===== config.mk =====
export PLATFORM = sky130hd
export DESIGN_NAME = flash_wp
export DESIGN_NICKNAME = d
export VERILOG_FILES = /design/src/flash_wp_pkg.sv /design/src/flash_wp.sv
export SDC_FILE = /design/constraint.sdc
export NUM_CORES = 1
export LEC_CHECK = 0
export ABC_AREA = 1
export BUFFER_PORTS_ARGS = -buffer_cell sky130_fd_sc_hd__buf_2
export CELL_PAD_IN_SITES_DETAIL_PLACEMENT = 1
export CELL_PAD_IN_SITES_GLOBAL_PLACEMENT = 1
export CORE_MARGIN = 5
export CORE_UTILIZATION = 35
export CTS_CLUSTER_SIZE = 20
export DETAILED_ROUTE_END_ITERATION = 16
export GPL_TIMING_DRIVEN = 0
export PLACE_DENSITY = 0.91
export SETUP_SLACK_MARGIN = 0.05
export SYNTH_ARGS = -nofsm -noshare
export SYNTH_HDL_FRONTEND = slang
export SYNTH_SLANG_ARGS = --single-unit

===== constraint.sdc =====
create_clock -name mclk_i -period 3.1 [get_ports mclk_i]
set_input_delay 0.155 -clock mclk_i [delete_from_list [all_inputs] [get_ports mclk_i]]
set_output_delay 0.155 -clock mclk_i [all_outputs]
set_load 0.02 [all_outputs]

===== src/flash_wp_pkg.sv =====
// package: constants for the flash write-protection block
package flash_wp_pkg;

    // ------------------------------------------------------------
    // command opcodes
    // ------------------------------------------------------------
    localparam logic [7:0] CMD_WRITE_EN = 8'h06;
    localparam logic [7:0] CMD_WRDI     = 8'h04;
    localparam logic [7:0] CMD_WRSR     = 8'h01;
    localparam logic [7:0] CMD_PP       = 8'h02;
    localparam logic [7:0] CMD_PP4B     = 8'h12;
    localparam logic [7:0] CMD_QPP      = 8'h38;
    localparam logic [7:0] CMD_QPP4B    = 8'h3E;
    localparam logic [7:0] CMD_SE       = 8'h20;
    localparam logic [7:0] CMD_SE4B     = 8'h21;
    localparam logic [7:0] CMD_BE32     = 8'h52;
    localparam logic [7:0] CMD_BE32_4B  = 8'h5C;
    localparam logic [7:0] CMD_BE       = 8'hD8;
    localparam logic [7:0] CMD_BE4B     = 8'hDC;
    localparam logic [7:0] CMD_CE       = 8'h60;
    localparam logic [7:0] CMD_CE2      = 8'hC7;
    localparam logic [7:0] CMD_DP       = 8'hB9;
    localparam logic [7:0] CMD_WAKE     = 8'hAB;
    localparam logic [7:0] CMD_SUSP     = 8'hB0;
    localparam logic [7:0] CMD_RESUME   = 8'h30;
    localparam logic [7:0] CMD_RSTEN    = 8'h66;
    localparam logic [7:0] CMD_RST      = 8'h99;
    localparam logic [7:0] CMD_ENSO     = 8'hB1;
    localparam logic [7:0] CMD_EXSO     = 8'hC1;
    localparam logic [7:0] CMD_SECUR_WR = 8'h2F;

    // ------------------------------------------------------------
    // APB register map (byte addresses)
    // ------------------------------------------------------------
    localparam logic [7:0] REG_CTRL     = 8'h00;
    localparam logic [7:0] REG_STATUS   = 8'h04;
    localparam logic [7:0] REG_SECUR    = 8'h08;
    localparam logic [7:0] REG_LAST     = 8'h0C;
    localparam logic [7:0] REG_SECTLK   = 8'h10;

    // ctrl fields
    localparam int CTRL_BP_LSB  = 0;
    localparam int CTRL_TB      = 4;
    localparam int CTRL_SRWD    = 5;
    localparam int CTRL_QUAD    = 6;
    localparam int CTRL_QCMD    = 7;
    // security register fields
    localparam int SEC_FLOCK    = 0;
    localparam int SEC_CLOCK    = 1;

    // ------------------------------------------------------------
    // geometry
    // ------------------------------------------------------------
    localparam int ADDR_W        = 25;
    localparam int BLK_LSB       = 16;
    localparam int B32_LSB       = 15;
    localparam int SECT_LSB      = 12;
    localparam int TOP_SECTS     = 16;
    localparam logic [8:0] TOP_BLOCK = 9'h1FF;
    localparam logic [3:0] BP_ALL_MIN = 4'hA;
    localparam int OTP_CUST_BIT  = 9;

    // reset values
    localparam logic [7:0]  CTRL_RST   = 8'h00;
    localparam logic [15:0] SECTLK_RST = 16'h0000;

    // verdict codes
    localparam logic [2:0] V_NONE    = 3'h0;
    localparam logic [2:0] V_EXEC    = 3'h1;
    localparam logic [2:0] V_LENGTH  = 3'h2;
    localparam logic [2:0] V_NOWEL   = 3'h3;
    localparam logic [2:0] V_PROT    = 3'h4;
    localparam logic [2:0] V_DPD     = 3'h5;
    localparam logic [2:0] V_OTPLOCK = 3'h6;

    typedef enum logic [2:0] {
        ST_STANDBY = 3'b001,
        ST_CMD     = 3'b010,
        ST_DPD     = 3'b100
    } wp_state_e;

endpackage : flash_wp_pkg


===== src/flash_wp.sv =====
// write-protection gate of a serial nor flash
//
// Design decisions made here: the register addresses and the APB slave port.
`timescale 1ns/10ps
`default_nettype none

module flash_wp (
    input  wire logic                           mclk_i,
    input  wire logic                           reset_n_i,
    // command frame from the serial decoder (same clock)
    input  wire logic                           cmd_valid_i,
    input  wire logic [7:0]                     cmd_opcode_i,
    input  wire logic [flash_wp_pkg::ADDR_W-1:0] cmd_addr_i,
    input  wire logic [7:0]                     cmd_data_i,
    input  wire logic                           cmd_byte_aligned_i,
    input  wire logic                           factory_lock_i,
    input  wire logic                           write_protect_n_i,
    // apb slave
    input  wire logic                           psel_i,
    input  wire logic                           penable_i,
    input  wire logic                           pwrite_i,
    input  wire logic [7:0]                     paddr_i,
    input  wire logic [31:0]                    pwdata_i,
    output logic      [31:0]                    prdata_o,
    output logic                                pready_o,
    output logic                                pslverr_o,
    // verdicts
    output logic                                exec_o,
    output logic                                exec_otp_o,
    output logic                                reject_o,
    output logic      [2:0]                     verdict_o,
    output logic                                write_enable_latch_o,
    output logic                                otp_mode_o,
    output logic                                deep_power_down_o
);
    import flash_wp_pkg::*;

    // ------------------------------------------------------------
    // pin synchroniser
    // ------------------------------------------------------------
    logic wp_meta_q;
    logic wp_sync_q;

    always_ff @(posedge mclk_i or negedge reset_n_i) begin
        if (!reset_n_i) begin
            wp_meta_q <= 1'b1;
            wp_sync_q <= 1'b1;
        end else begin
            wp_meta_q <= write_protect_n_i;
            wp_sync_q <= wp_meta_q;
        end
    end

    // ------------------------------------------------------------
    // state
    // ------------------------------------------------------------
    wp_state_e   state_q;
    wp_state_e   state_d;
    logic [7:0]  ctrl_q;
    logic [15:0] sectlk_q;
    logic        latch_q;
    logic        otp_q;
    logic        clock_q;
    logic        flock_q;
    logic [2:0]  verdict_q;
    logic [7:0]  last_op_q;

    // ------------------------------------------------------------
    // address decode and protected range
    // ------------------------------------------------------------
    wire [3:0]  bp_lvl   = ctrl_q[CTRL_BP_LSB +: 4];
    wire        tb_bit   = ctrl_q[CTRL_TB];
    wire [12:0] sect_idx = cmd_addr_i[ADDR_W-1:SECT_LSB];
    wire [9:0]  b32_idx  = cmd_addr_i[ADDR_W-1:B32_LSB];
    wire [8:0]  blk_idx  = cmd_addr_i[ADDR_W-1:BLK_LSB];

    // mask of low bits that may vary inside the protected span
    wire [8:0]  span_m   = (bp_lvl == 4'h0) ? 9'h000
                         : 9'((10'h001 << (bp_lvl - 4'h1)) - 10'h001);
    wire        hit_top  = ((blk_idx | span_m) == TOP_BLOCK);
    wire        hit_bot  = ((blk_idx & ~span_m) == 9'h000);
    wire        all_prot = (bp_lvl >= BP_ALL_MIN);
    wire        blk_prot = all_prot
                         || (bp_lvl != 4'h0 && (tb_bit ? hit_bot : hit_top));
    // top sectors use their own lock bits
    wire        in_top_s = (sect_idx >= 13'(13'h1FFF - (TOP_SECTS - 1)));
    wire        sect_lk  = in_top_s && sectlk_q[sect_idx[3:0]];
    // an erase covering a locked top sector is refused as well
    wire [7:0]  half_lk  = b32_idx[0] ? sectlk_q[15:8] : sectlk_q[7:0];
    wire        span_lk  = (b32_idx[9:1] == 9'h1FF) && (half_lk != 8'h00);
    wire        blk_lk   = (blk_idx == TOP_BLOCK) && (sectlk_q != 16'h0000);

    // ------------------------------------------------------------
    // command classes
    // ------------------------------------------------------------
    wire is_prog  = (cmd_opcode_i == CMD_PP) || (cmd_opcode_i == CMD_PP4B)
                 || (cmd_opcode_i == CMD_QPP) || (cmd_opcode_i == CMD_QPP4B);
    wire is_sect  = (cmd_opcode_i == CMD_SE) || (cmd_opcode_i == CMD_SE4B);
    wire is_b32   = (cmd_opcode_i == CMD_BE32)
                 || (cmd_opcode_i == CMD_BE32_4B);
    wire is_blk   = (cmd_opcode_i == CMD_BE) || (cmd_opcode_i == CMD_BE4B);
    wire is_chip  = (cmd_opcode_i == CMD_CE) || (cmd_opcode_i == CMD_CE2);
    wire is_wrsr  = (cmd_opcode_i == CMD_WRSR);
    wire is_scur  = (cmd_opcode_i == CMD_SECUR_WR);
    wire needs_latch = is_prog || is_sect || is_b32 || is_blk || is_chip
                  || is_wrsr || is_scur;
    wire dpd_ok   = (cmd_opcode_i == CMD_WAKE) || (cmd_opcode_i == CMD_SUSP)
                 || (cmd_opcode_i == CMD_RESUME)
                 || (cmd_opcode_i == CMD_RSTEN) || (cmd_opcode_i == CMD_RST);

    wire arr_prot = (is_prog && (blk_prot || sect_lk))
                 || (is_sect && (blk_prot || sect_lk))
                 || (is_b32 && (blk_prot || span_lk))
                 || (is_blk && (blk_prot || blk_lk))
                 || (is_chip && (bp_lvl != 4'h0 || sectlk_q != 16'h0000));

    // locked otp halves; bit 9 picks the half
    wire otp_fact = cmd_addr_i[OTP_CUST_BIT];
    wire otp_lk   = otp_fact ? flock_q : clock_q;

    // pin loses its meaning in quad modes
    wire pin_lock = ~wp_sync_q && ctrl_q[CTRL_SRWD]
                 && ~ctrl_q[CTRL_QUAD] && ~ctrl_q[CTRL_QCMD];

    // ------------------------------------------------------------
    // verdict
    // ------------------------------------------------------------
    logic [2:0] verdict_d;
    always_comb begin
        verdict_d = V_EXEC;
        if (state_q == ST_DPD && !dpd_ok) begin
            verdict_d = V_DPD;
        end else if (!cmd_byte_aligned_i) begin
            verdict_d = V_LENGTH;
        end else if (needs_latch && !latch_q) begin
            verdict_d = V_NOWEL;
        // otp mode steers program to otp area
        end else if (otp_q && is_prog) begin
            verdict_d = otp_lk ? V_OTPLOCK : V_EXEC;
        end else if (otp_q && (is_sect || is_b32 || is_blk || is_chip)) begin
            verdict_d = V_OTPLOCK;
        end else if (!otp_q && arr_prot) begin
            verdict_d = V_PROT;
        end
    end

    wire accept  = cmd_valid_i && (verdict_d == V_EXEC);
    wire wrsr_go = accept && is_wrsr;

    // ------------------------------------------------------------
    // state machine
    // ------------------------------------------------------------
    always_comb begin
        case (state_q)
            ST_STANDBY: state_d = cmd_valid_i ? ST_CMD : ST_STANDBY;
            ST_CMD:     state_d = ST_STANDBY;
            ST_DPD: begin
                state_d = ST_DPD;
                if (accept && (cmd_opcode_i == CMD_WAKE
                    || cmd_opcode_i == CMD_RST)) begin
                    state_d = ST_STANDBY;
                end
            end
            default:    state_d = ST_STANDBY;
        endcase
        if (accept && cmd_opcode_i == CMD_DP && state_q != ST_DPD) begin
            state_d = ST_DPD;
        end
    end

    // reset lands in standby, nothing pending
    always_ff @(posedge mclk_i or negedge reset_n_i) begin
        if (!reset_n_i) begin
            state_q <= ST_STANDBY;
        end else begin
            state_q <= state_d;
        end
    end

    // ------------------------------------------------------------
    // write enable latch and otp mode
    // ------------------------------------------------------------
    // only a finished, accepted frame changes anything
    always_ff @(posedge mclk_i or negedge reset_n_i) begin
        if (!reset_n_i) begin
            latch_q <= 1'b0;
            otp_q <= 1'b0;
        end else if (accept) begin
            // latch set by enable, cleared by any write
            if (cmd_opcode_i == CMD_WRITE_EN) begin
                latch_q <= 1'b1;
            end else if (needs_latch || cmd_opcode_i == CMD_WRDI
                         || cmd_opcode_i == CMD_RST) begin
                latch_q <= 1'b0;
            end
            if (cmd_opcode_i == CMD_ENSO) begin
                otp_q <= 1'b1;
            end else if (cmd_opcode_i == CMD_EXSO
                         || cmd_opcode_i == CMD_RST) begin
                otp_q <= 1'b0;
            end
        end
    end

    // ------------------------------------------------------------
    // security register
    // ------------------------------------------------------------
    // factory bit follows its input every cycle after reset release, never in reset
    always_ff @(posedge mclk_i or negedge reset_n_i) begin
        if (!reset_n_i) begin
            flock_q <= 1'b0;
            clock_q <= 1'b0;
        end else begin
            flock_q <= factory_lock_i;
            if (accept && is_scur) begin
                clock_q <= 1'b1;
            end
        end
    end

    // ------------------------------------------------------------
    // apb slave; bus writes stand for the status register path
    // ------------------------------------------------------------
    wire apb_wr   = psel_i && penable_i && pwrite_i;
    wire apb_rd   = psel_i && !penable_i && !pwrite_i;
    wire hit_ctrl = (paddr_i == REG_CTRL);
    wire hit_stat = (paddr_i == REG_STATUS);
    wire hit_sec  = (paddr_i == REG_SECUR);
    wire hit_last = (paddr_i == REG_LAST);
    wire hit_slk  = (paddr_i == REG_SECTLK);
    wire mapped   = hit_ctrl | hit_stat | hit_sec | hit_last | hit_slk;
    // pin freezes level bits and the lock bit
    wire [7:0] ctrl_keep = pin_lock ? 8'h2F : 8'h00;
    wire [7:0] ctrl_new  = (ctrl_q & ctrl_keep)
                         | (pwdata_i[7:0] & ~ctrl_keep);
    wire [7:0] wrsr_new  = (ctrl_q & (ctrl_keep | 8'hC0))
                         | (cmd_data_i & ~(ctrl_keep | 8'hC0));
    wire [31:0] rd_mux   =
          hit_ctrl ? {24'h000000, ctrl_q}
        : hit_stat ? {24'h000000, 1'b0, state_q, otp_q, latch_q,
                      pin_lock, ~wp_sync_q}
        : hit_sec  ? {30'h0, clock_q, flock_q}
        : hit_last ? {21'h0, verdict_q, last_op_q}
        : hit_slk  ? {16'h0000, sectlk_q}
        : 32'h00000000;

    // register writes come from the bus or an accepted status write
    always_ff @(posedge mclk_i or negedge reset_n_i) begin
        if (!reset_n_i) begin
            ctrl_q   <= CTRL_RST;
            sectlk_q <= SECTLK_RST;
        end else if (wrsr_go) begin
            ctrl_q   <= wrsr_new;
        end else if (apb_wr && hit_ctrl) begin
            ctrl_q   <= ctrl_new;
        end else if (apb_wr && hit_slk) begin
            sectlk_q <= pwdata_i[15:0];
        end
    end

    // zero-wait slave: answer in the first access cycle
    always_ff @(posedge mclk_i or negedge reset_n_i) begin
        if (!reset_n_i) begin
            prdata_o  <= 32'h00000000;
            pready_o  <= 1'b0;
            pslverr_o <= 1'b0;
        end else begin
            pready_o  <= psel_i && !penable_i;
            pslverr_o <= psel_i && !penable_i && !mapped;
            if (apb_rd) begin
                prdata_o <= rd_mux;
            end
        end
    end

    // ------------------------------------------------------------
    // verdict outputs
    // ------------------------------------------------------------
    always_ff @(posedge mclk_i or negedge reset_n_i) begin
        if (!reset_n_i) begin
            exec_o     <= 1'b0;
            exec_otp_o <= 1'b0;
            reject_o   <= 1'b0;
            verdict_q  <= V_NONE;
            last_op_q  <= 8'h00;
        end else begin
            exec_o     <= accept;
            exec_otp_o <= accept && otp_q && is_prog;
            reject_o   <= cmd_valid_i && !accept;
            if (cmd_valid_i) begin
                verdict_q <= verdict_d;
                last_op_q <= cmd_opcode_i;
            end
        end
    end

    assign verdict_o            = verdict_q;
    assign write_enable_latch_o = latch_q;
    assign otp_mode_o           = otp_q;
    assign deep_power_down_o    = state_q[2]; // one-hot power-down flop

endmodule : flash_wp

`default_nettype wire


==> flow_summary.json, run 1 <==
{
  "initial_core_util": 0.354,
  "detail_route.wirelength.met1_mm": 6.73,
  "detail_route.wl_per_cell_um": 19.5,
  "ys_types": 39,
  "final_common_cell": "sky130_fd_sc_hd__nand2_1",
  "dieHeight_um": 117,
  "layout-drive-gt1-share": 0.302,
  "min-delay-path-class": "input port to flip-flop",
  "max_clock_freq_ghz": 0.310,
  "timing_worst_slew_pin_value_ps": 1310,
  "failing_checks": "setup timing",
  "worst_ep_required_time_ps": 3360,
  "place.port_buffers": 86,
  "n_antenna_cell": 0,
  "die_x_um": 117,
  "clock_insertion_delay_worst_skew_ps": 340,
  "rsz_0062_raised_after_global_routing": "true",
  "detailedRoute.firstPassIterationCount": 5,
  "timing.rr.end": "sectlk_q[2]",
  "status": "finished, violations left",
  "peakVddDrop_mv": 0.423,
  "crit_type": "flip-flop to flip-flop",
  "finalNonFillerCells": 865,
  "setup.worst_path.start_class": "flip-flop",
  "synth_enable_flop_cells": 0,
  "worstHoldStart": "penable_i",
  "worstRegToRegCells": 27,
  "grt_first_pass_wirelength_mm": 25.2,
  "period_minus_slack_ps": 3230,
  "grt_use_total": 0.237,
  "drv_cap": 0,
  "area.growth.synth_to_final_pct": 36.5,
  "timing.hold.worst_path_depth": 2,
  "cts_inserted_buffers": 9,
  "worst_hold_path.endpoint": "pready_o",
  "final.setup.worst_slack_ps": -130,
  "antenna_found_initial": 0,
  "top_layer": "met4",
  "detail_route.vias_per_cell": 5.36,
  "finish.instance_area_um2": 5500,
  "cts-root-buf": "sky130_fd_sc_hd__clkbuf_16",
  "leakagePower_nw": 2.90,
  "synth.yosys.warnings": 0,
  "layout.filler_cells": 1432,
  "slew_violations": 0,
  "preCtsSetupSlack_ps": -313,
  "synthCells": 579,
  "synth.yosys.seq_area_share": 0.405,
  "grt_overflow_total": 0,
  "drt.antenna.violating_nets": 0,
  "setup_violations": 25,
  "placement_rows": 39,
  "power_consumption_mw": 2.34,
  "power_density_nw_per_um2": 425,
  "initial_drc_count": 373,
  "critical_path.reg2reg.startpoint": "ctrl_q[3]",
  "met2RoutedLength_mm": 8.68,
  "slowest_delay_ps": 370,
  "reg2reg_slack_ps": -130,
  "syn-cell-area_um2": 4030,
  "tritoncts_clock_tree": "done",
  "grt_pass1_vias": 4858,
  "postSynth.topFlopCell": "sky130_fd_sc_hd__dfrtp_1",
  "dpl.cell_count": 823,
  "drc": 0,
  "dr_total_vias": 4639,
  "final_min_period_over_clock_period": 1.04,
  "finalWeightedCongestion": 0.908,
  "slew_headroom": 0.118,
  "post_dp_cell_area_um2": 4700,
  "ys_async_sr_fraction": 1.00,
  "clock-sinks": 65,
  "dr_wl_met3_um": 947,
  "floorplan.die_area_um2": 13800,
  "synth_area_per_cell_um2": 6.96,
  "cts_max_level": 3,
  "final_hold_viol_count": 0,
  "crit_arrival_ps": 3490,
  "critical_path_peak_fanout": 5,
  "clock_path_buffers": 2,
  "setup.worst_path.end_class": "flip-flop",
  "core_um2": 11400,
  "slowest_stage": "sky130_fd_sc_hd__dfrtp_1",
  "design.portCount": 133,
  "routed_wirelength_mm": 16.9,
  "final_cell_mix": "sky130_fd_sc_hd__nand2_1 (144), sky130_fd_sc_hd__buf_2 (87), sky130_fd_sc_hd__inv_1 (73)",
  "cp_common_cell": "sky130_fd_sc_hd__nand2_2",
  "dp_hpwl_mm": 11.1,
  "ys_ff_latch": 65,
  "num-nets-final": 808,
  "finClkSkew_ps": 7.04,
  "grt_start_max_net_pins": 66,
  "cts.reportedPaths.clkPinSlew_ps": 60
}
state kept, by name, indices dropped and copies added, names as in the netlist:
name / count
exec_o: 1
pready_o: 1
verdict_o: 3
otp_mode_o: 1
last_op_q: 8
clock_q: 1
flock_q: 1
write_enable_latch_o: 1
state_q: 3
pslverr_o: 1
prdata_o: 16
sectlk_q: 16
wp_meta_q: 1
reject_o: 1
exec_otp_o: 1
wp_sync_q: 1
ctrl_q: 8
layer usage:
| layer | global-route usage | vias up |
|---|---|---|
| met5 | 0 | - |
| met4 | 0.0856 | 0 |
| met3 | 0.0452 | 47 |
| met1 | 0.283 | 2276 |
| met2 | 0.424 | 189 |
| li1 | - | 2127 |
worst max-delay path by stage:
stage	from	cells after the start	end	slack, ps
after CTS	ctrl_q[3]	27	sectlk_q[0]	-80
after detailed placement	ctrl_q[2]	25	ctrl_q[5]	-310
after global routing	ctrl_q[3]	27	sectlk_q[2]	-280
after global placement	ctrl_q[3]	26	sectlk_q[0]	-140
final	ctrl_q[3]	27	sectlk_q[2]	-130
after floorplan	ctrl_q[3]	26	ctrl_q[4]	400
report_power, final:
part / internal (mW) / switching, mW / total (mW) / leakage, nW
clock: 0.725 / 0.393 / 1.12 / 0.159
combinational: 0.112 / 0.210 / 0.321 / 1.88
sequential: 0.878 / 0.0216 / 0.900 / 0.859
cells by family (layout without fill, tap and decap cells):
| logic type | count (synthesis) | count (layout) | share of synthesized area |
|---|---|---|---|
| AOI/OAI and AO/OA | 88 | 88 | 0.121 |
| adders and majority gates | 1 | 1 | 0.00311 |
| buffers and inverters | 113 | 241 | 0.125 |
| DFF | 65 | 65 | 0.405 |
| other | 1 | 16 | 0.000931 |
| and+or+nand+nor | 311 | 311 | 0.345 |
worst max-delay path: cells and delay by family, from the launching register on:
family / cells / cell delay [ps]
and+or+nand+nor: 22 / 1980
buffers and inverters: 3 / 320
DFF: 1 / 370
adders and majority gates: 1 / 290
AOI/OAI and AO/OA: 1 / 180
synthesized netlist by cell type (all sizes together) (6+ instances only):
library cell / instances / area [µm²]
a21oi: 16 / 80.1
buf: 22 / 160
clkbuf: 6 / 22.5
dfrtp: 62 / 1550
inv: 83 / 312
nand2: 178 / 686
nand3: 45 / 225
nand4: 15 / 109
nor2: 52 / 245
nor3: 11 / 55.1
nor4: 7 / 50.1
o21ai: 53 / 265
area by class of cell:
| type | instances | area [µm²] | area share |
|---|---|---|---|
| Tap cell | 143 | 179 | 0.0325 |
| Buffer | 28 | 216 | 0.0394 |
| Sequential cell | 65 | 1630 | 0.297 |
| Timing Repair Buffer | 112 | 682 | 0.124 |
| Multi-Input combinational cell | 416 | 2150 | 0.391 |
| Inverter | 85 | 319 | 0.0580 |
| Clock inverter | 5 | 78.8 | 0.0143 |
| Clock buffer | 11 | 243 | 0.0442 |
timing repair:
| item | 4_1_cts | 5_1_grt |
|---|---|---|
| gates resized for setup | 35 | 43 |
| setup endpoints to repair | 32 | 32 |
| hold endpoints to repair | 64 | 0 |
| cloned | 2 | 1 |
| pin swaps | 11 | 12 |
| hold buffers | 3 | 0 |
| setup buffers | 11 | 9 |
per-stage QoR:
stage	hold slack, ps	util	setup TNS, ps
final	8.73	0.484	-1370
after detailed placement	267	0.413	-5540
after CTS	1.97	0.465	-1280
after global routing	6.78	0.484	-6270
after floorplan	-141	-	0
after global placement	262	0.413	-1910
Power figures use the tool's default switching activity.
==> run 2, diff against run 1 <==
--- a/config.mk
+++ b/config.mk
@@ -6,7 +6,7 @@
 export NUM_CORES = 1
 export LEC_CHECK = 0
 export ABC_AREA = 1
-export BUFFER_PORTS_ARGS = -buffer_cell sky130_fd_sc_hd__buf_2
+export BUFFER_PORTS_ARGS = -buffer_cell sky130_fd_sc_hd__buf_4
 export CELL_PAD_IN_SITES_DETAIL_PLACEMENT = 1
 export CELL_PAD_IN_SITES_GLOBAL_PLACEMENT = 1
 export CORE_MARGIN = 5
==> flow_summary.json, run 2 (synthesis gave the netlist of run 1 again) <==
{
  "cp_common_cell": "sky130_fd_sc_hd__nand2_1",
  "setup.worst_path.start_class": "flip-flop",
  "detail_route.wl_per_cell_um": 20.6,
  "slowest_delay_ps": 370,
  "setup_tns_ps": -1090,
  "core_um2": 11400,
  "clock_insertion_delay_worst_skew_ps": 340,
  "drt.antenna.violating_nets": 0,
  "detailedRoute.firstPassIterationCount": 5,
  "power_density_nw_per_um2": 409,
  "dr_total_vias": 4756,
  "critical_path.reg2reg.startpoint": "ctrl_q[3]",
  "worst_ep_required_time_ps": 3370,
  "grt_use_met3": 0.0509,
  "timing.rr.end": "ctrl_q[2]",
  "dp_hpwl_mm": 11.6,
  "drv_cap": 0,
  "grt_first_pass_wirelength_mm": 25.8,
  "critical_path.top_delay_family": "simple AND/OR/NAND/NOR gates",
  "routed_wirelength_mm": 17.8,
  "layout.filler_cells": 1437,
  "failing_checks": "setup timing",
  "tritoncts_clock_tree": "done",
  "cp-endpoint": "ctrl_q[2]",
  "die_x_um": 117,
  "final_common_cell": "sky130_fd_sc_hd__nand2_1",
  "initial_core_util": 0.354,
  "n_antenna_cell": 0,
  "met1_usage": 0.289,
  "setup.worst_path.end_class": "flip-flop",
  "setup_violations": 23,
  "reg2reg_slack_ps": -140,
  "max_clock_freq_ghz": 0.309,
  "clock_path_buffers": 2,
  "globalRoute.busiestLayer": "met2",
  "leakagePower_nw": 2.91,
  "floorplan.die_area_um2": 13800,
  "layout-drive-gt1-share": 0.286,
  "num-nets-final": 806,
  "hold_slack_ps": 53.7,
  "rsz_0062_raised_after_global_routing": "true",
  "timing_worst_slew_pin_value_ps": 1330,
  "cts-root-buf": "sky130_fd_sc_hd__clkbuf_16",
  "grt_use_total": 0.245,
  "worstRegToRegCells": 26,
  "clock-sinks": 65,
  "period_minus_slack_ps": 3240,
  "final_min_period_over_clock_period": 1.04,
  "crit_arrival_ps": 3500,
  "initial_drc_count": 394,
  "area.growth.synth_to_final_pct": 39.5,
  "critical_path_peak_fanout": 5,
  "peakVddDrop_mv": 0.281,
  "slew_headroom": 0.104,
  "utilization": 0.494,
  "final_hold_viol_count": 0,
  "grt_start_max_net_pins": 66,
  "final.setup.worst_slack_ps": -137,
  "cts.reportedPaths.clkPinSlew_ps": 60,
  "finClkSkew_ps": 6.13,
  "largest_registers": "prdata_o x16, sectlk_q x16",
  "worst-path-stages": 26,
  "final_cell_mix": "sky130_fd_sc_hd__nand2_1 (151), sky130_fd_sc_hd__buf_4 (118), sky130_fd_sc_hd__inv_1 (73)",
  "finalWeightedCongestion": 0.873,
  "design.portCount": 133,
  "detail_route.vias_per_cell": 5.51,
  "cts_inserted_buffers": 9,
  "min-delay-path-class": "input port to flip-flop",
  "global_route.usage.met2": 0.435,
  "preCtsSetupSlack_ps": -283,
  "cts_max_level": 3,
  "status": "finished, violations left",
  "drc": 0,
  "crit_type": "flip-flop to flip-flop",
  "critical_path_buf_inv_count": 3,
  "placement_rows": 39,
  "slowest_stage": "sky130_fd_sc_hd__dfrtp_1",
  "grt_overflow_total": 0,
  "place.port_buffers": 86,
  "dieHeight_um": 117,
  "crit_path_start": "ctrl_q[3]",
  "grt_pass1_vias": 4910,
  "antenna_found_initial": 0,
  "slew_violations": 0
}
-- run 2: how the worst min path moves through the flow --
stage,startpoint,end,slack [ps],cells after the start
after floorplan,reset_n_i,clock_q,-140,0
after global placement,write_protect_n_i,wp_meta_q,270,1
after detailed placement,factory_lock_i,flock_q,270,1
after CTS,cmd_data_i[4],ctrl_q[4],50,3
after global routing,pwdata_i[7],ctrl_q[7],50,3
final,cmd_data_i[4],ctrl_q[4],50,3
-- run 2: timing repair --
action	in CTS	in global routing
gates resized for setup	24	42
setup buffers	8	11
cloned	1	0
hold buffers	4	0
endpoints found under the hold margin	65	0
endpoints found under the setup margin	31	29
pin swaps	5	17
-- run 2: power breakdown --
| group | total (mW) | internal [mW] | leakage [nW] | switching (mW) |
|---|---|---|---|---|
| clock | 1.05 | 0.642 | 0.142 | 0.403 |
| combinational | 0.351 | 0.136 | 1.91 | 0.215 |
| sequential | 0.903 | 0.878 | 0.859 | 0.0243 |
-- run 2: per-layer routing --
metal | up-vias | wire, µm
li1 | 2115 | -
met1 | 2344 | 6800
met2 | 240 | 9130
met3 | 57 | 1140
met4 | 0 | 731
met5 | - | 0
-- run 2: layout make-up --
class	count	area (µm²)	share of cell area
buffer	28	213	0.0378
clock buffer	11	243	0.0432
clock inverter	5	55.1	0.00980
inverter	85	322	0.0572
multi-input combinational	416	2110	0.375
sequential	65	1630	0.291
tap	143	179	0.0318
timing repair buffer	110	871	0.155
-- run 2: worst reg2reg max path: stages, from the launching register on --
cell,delay (ps)
sky130_fd_sc_hd__dfrtp_1,370
sky130_fd_sc_hd__buf_6,130
sky130_fd_sc_hd__nor2_4,150
sky130_fd_sc_hd__nand3_2,110
sky130_fd_sc_hd__ha_4,280
sky130_fd_sc_hd__inv_2,30
sky130_fd_sc_hd__nand2_2,60
sky130_fd_sc_hd__nand2_1,60
sky130_fd_sc_hd__nand2_1,50
sky130_fd_sc_hd__nor2_1,40
sky130_fd_sc_hd__nand2_1,80
sky130_fd_sc_hd__nor2_1,50
sky130_fd_sc_hd__nand3_1,80
sky130_fd_sc_hd__nand2_1,80
sky130_fd_sc_hd__nand2_2,100
sky130_fd_sc_hd__nand3_2,70
sky130_fd_sc_hd__nand2_1,90
sky130_fd_sc_hd__nand2_1,70
sky130_fd_sc_hd__o21ai_2,190
sky130_fd_sc_hd__nand2_2,100
sky130_fd_sc_hd__nand2_4,90
sky130_fd_sc_hd__nand4_4,170
sky130_fd_sc_hd__o21ai_1,300
sky130_fd_sc_hd__nand2_2,160
sky130_fd_sc_hd__inv_2,110
sky130_fd_sc_hd__nand2_1,60
sky130_fd_sc_hd__nand2_1,80
-- run 2: stage by stage --
step                      total power, mW  instance area (µm²)  cells
after detailed placement             1.22                 4910    823
final                                2.30                 5620    863
after global placement               1.20                 4910    823
after global routing                 2.36                 5620    863
after CTS                            2.26                 5400    852
after floorplan                      1.06                 4090    594
==> run 3, diff against run 2 <==
--- a/config.mk
+++ b/config.mk
@@ -9,7 +9,7 @@
 export BUFFER_PORTS_ARGS = -buffer_cell sky130_fd_sc_hd__buf_4
 export CELL_PAD_IN_SITES_DETAIL_PLACEMENT = 1
 export CELL_PAD_IN_SITES_GLOBAL_PLACEMENT = 1
-export CORE_MARGIN = 5
+export CORE_MARGIN = 2
 export CORE_UTILIZATION = 35
 export CTS_CLUSTER_SIZE = 20
 export DETAILED_ROUTE_END_ITERATION = 16
==> flow_summary.json, run 3 (synthesis gave the netlist of run 1 again) <==
{
  "detail_route.wirelength.met1_mm": 6.51,
  "top_layer": "met4",
  "failing_checks": "capacitance limit, slew limit, setup timing",
  "cts_max_level": 3,
  "period_minus_slack_ps": 3200,
  "grt_overflow_total": 0,
  "detail_route.wl_per_cell_um": 19.4,
  "finClkSkew_ps": 10.2,
  "core_um2": 11300,
  "final_min_period_over_clock_period": 1.03,
  "leakagePower_nw": 2.87,
  "slew_violations": 9,
  "setup_violations": 18,
  "largest_registers": "prdata_o x16, sectlk_q x16",
  "detail_route.vias_per_cell": 5.39,
  "cts_inserted_buffers": 9,
  "antenna_found_initial": 0,
  "rsz_0062_raised_after_global_routing": "true",
  "max_clock_freq_ghz": 0.313,
  "peakVddDrop_mv": 0.248,
  "grt_pass1_vias": 4869,
  "detailedRoute.firstPassIterationCount": 5,
  "layout-drive-gt1-share": 0.261,
  "preCtsSetupSlack_ps": -332,
  "grt_use_total": 0.256,
  "grt_start_max_net_pins": 66,
  "initial_drc_count": 369,
  "power.clock.fraction": 0.470,
  "num-nets-final": 800,
  "status": "finished, violations left",
  "dr_wl_met3_um": 998,
  "grt_first_pass_wirelength_mm": 25.4,
  "p_seq_frac": 0.384,
  "setup.worst_path.end_class": "flip-flop",
  "place.port_buffers": 86,
  "slew_headroom": -0.0217,
  "layout.filler_cells": 1437,
  "drc": 0,
  "p_comb_frac": 0.146,
  "dr_total_vias": 4616,
  "finalNonFillerCells": 857,
  "cell_int_power_mw": 1.71,
  "drv_cap": 1,
  "worst_ep_required_time_ps": 3310,
  "min-delay-path-class": "input port to flip-flop",
  "die_x_um": 111,
  "power_density_nw_per_um2": 424,
  "final.setup.worst_slack_ps": -99.5,
  "met2RoutedLength_mm": 8.50,
  "dp_hpwl_mm": 11.1,
  "n_antenna_cell": 0,
  "area.growth.synth_to_final_pct": 37.4,
  "initial_core_util": 0.356,
  "crit_arrival_ps": 3410,
  "timing_worst_slew_pin_value_ps": 1520,
  "tritoncts_clock_tree": "done",
  "placement_rows": 39,
  "crit_type": "flip-flop to flip-flop",
  "cts.reportedPaths.clkPinSlew_ps": 60,
  "final_cell_mix": "sky130_fd_sc_hd__nand2_1 (161), sky130_fd_sc_hd__buf_4 (112), sky130_fd_sc_hd__inv_1 (73)",
  "setup.worst_path.start_class": "flip-flop",
  "drt.antenna.violating_nets": 0,
  "cts-root-buf": "sky130_fd_sc_hd__clkbuf_16",
  "power.net_switching_mw": 0.631,
  "routed_wirelength_mm": 16.6,
  "clock_insertion_delay_worst_skew_ps": 330,
  "dpl.cell_count": 823,
  "setup_tns_ps": -586,
  "dieHeight_um": 111,
  "final_hold_viol_count": 0,
  "critical_path_peak_fanout": 5,
  "final_common_cell": "sky130_fd_sc_hd__nand2_1",
  "finalWeightedCongestion": 0.900,
  "clock-sinks": 65,
  "design.portCount": 133,
  "swShare": 0.269,
  "clock_path_buffers": 2,
  "floorplan.die_area_um2": 12400
}
## run 3: changes by cell type in the layout (fill, tap and decap cells not counted), sizes merged
cell,before,now
buf,129,122
bufinv,1,2
clkbuf,16,17
clkinv,3,2
## run 3: stage by stage
| stage | util | hold WS [ps] | total power [mW] | instance area, µm² |
|---|---|---|---|---|
| after floorplan | - | -141 | 1.06 | 4090 |
| after global placement | 0.434 | 265 | 1.20 | 4910 |
| after detailed placement | 0.434 | 266 | 1.22 | 4910 |
| after CTS | 0.479 | 56.6 | 2.31 | 5420 |
| after global routing | 0.489 | 53.6 | 2.42 | 5540 |
| final | 0.489 | 57.9 | 2.35 | 5540 |
## run 3: critical path: stages (launching register included)
cell                      delay, ps
sky130_fd_sc_hd__dfrtp_1        370
sky130_fd_sc_hd__buf_6          130
sky130_fd_sc_hd__nor2_4         140
sky130_fd_sc_hd__nand3_2        120
sky130_fd_sc_hd__ha_4           270
sky130_fd_sc_hd__inv_2           30
sky130_fd_sc_hd__nand2_2         80
sky130_fd_sc_hd__nand2_1         50
sky130_fd_sc_hd__nand2_1         50
sky130_fd_sc_hd__nor2_1          50
sky130_fd_sc_hd__nand2_1         70
sky130_fd_sc_hd__nor2_1          50
sky130_fd_sc_hd__nand3_1         60
sky130_fd_sc_hd__nand2_1         80
sky130_fd_sc_hd__nand2_2         90
sky130_fd_sc_hd__nand3_2         90
sky130_fd_sc_hd__nand2_2        100
sky130_fd_sc_hd__nand2_2         60
sky130_fd_sc_hd__o21ai_4        190
sky130_fd_sc_hd__nand2_2        100
sky130_fd_sc_hd__nand2_4         90
sky130_fd_sc_hd__nand4_4        180
sky130_fd_sc_hd__buf_8          210
sky130_fd_sc_hd__o21ai_1        150
sky130_fd_sc_hd__nand3_1        130
sky130_fd_sc_hd__nand2_1        100
sky130_fd_sc_hd__nand2_1         60
## run 3: area by class of cell
class / instances / area [µm²] / area share
Multi-Input combinational cell: 416 / 2060 / 0.373
Timing Repair Buffer: 104 / 811 / 0.146
Buffer: 28 / 216 / 0.0391
Inverter: 85 / 322 / 0.0581
Clock inverter: 5 / 80.1 / 0.0145
Clock buffer: 11 / 233 / 0.0420
Sequential cell: 65 / 1630 / 0.295
Tap cell: 143 / 179 / 0.0323
## run 3: power groups by stage
stage	logic, mW	clock network [mW]	registers (mW)
4_1_cts	0.322	1.09	0.899
5_1_grt	0.375	1.15	0.902
3_5_place_dp	0.304	0	0.913
2_1_floorplan	0.149	0	0.915
6_report	0.343	1.10	0.900
3_3_place_gp	0.292	0	0.911
## run 3: worst paths after layout
check	from	endpoint	slack [ps]	cells after the start
worst min-delay path	pwdata_i[8]	sectlk_q[8]	60	3
worst max-delay path	ctrl_q[3]	ctrl_q[5]	-100	26
worst max register to register	ctrl_q[3]	ctrl_q[5]	-100	26
max in group asynchronous	reset_n_i	ctrl_q[0]	1970	2
worst min register to register	wp_meta_q	wp_sync_q	370	0
min in group asynchronous	reset_n_i	reject_o	490	2
## run 3: what timing repair did
action | 4_1_cts | 5_1_grt
resized for setup | 24 | 28
pin swaps | 5 | 15
gates cloned | 1 | 0
buffers inserted | 9 | 4
hold buffers | 4 | 0
endpoints found under the setup margin | 32 | 30
hold endpoints to repair | 65 | 0
## run 3: layer usage
layer | GRT usage | vias to the layer above
li1 | - | 2110
met1 | 0.314 | 2262
met2 | 0.460 | 192
met3 | 0.0394 | 52
met4 | 0.0807 | 0
met5 | 0 | -
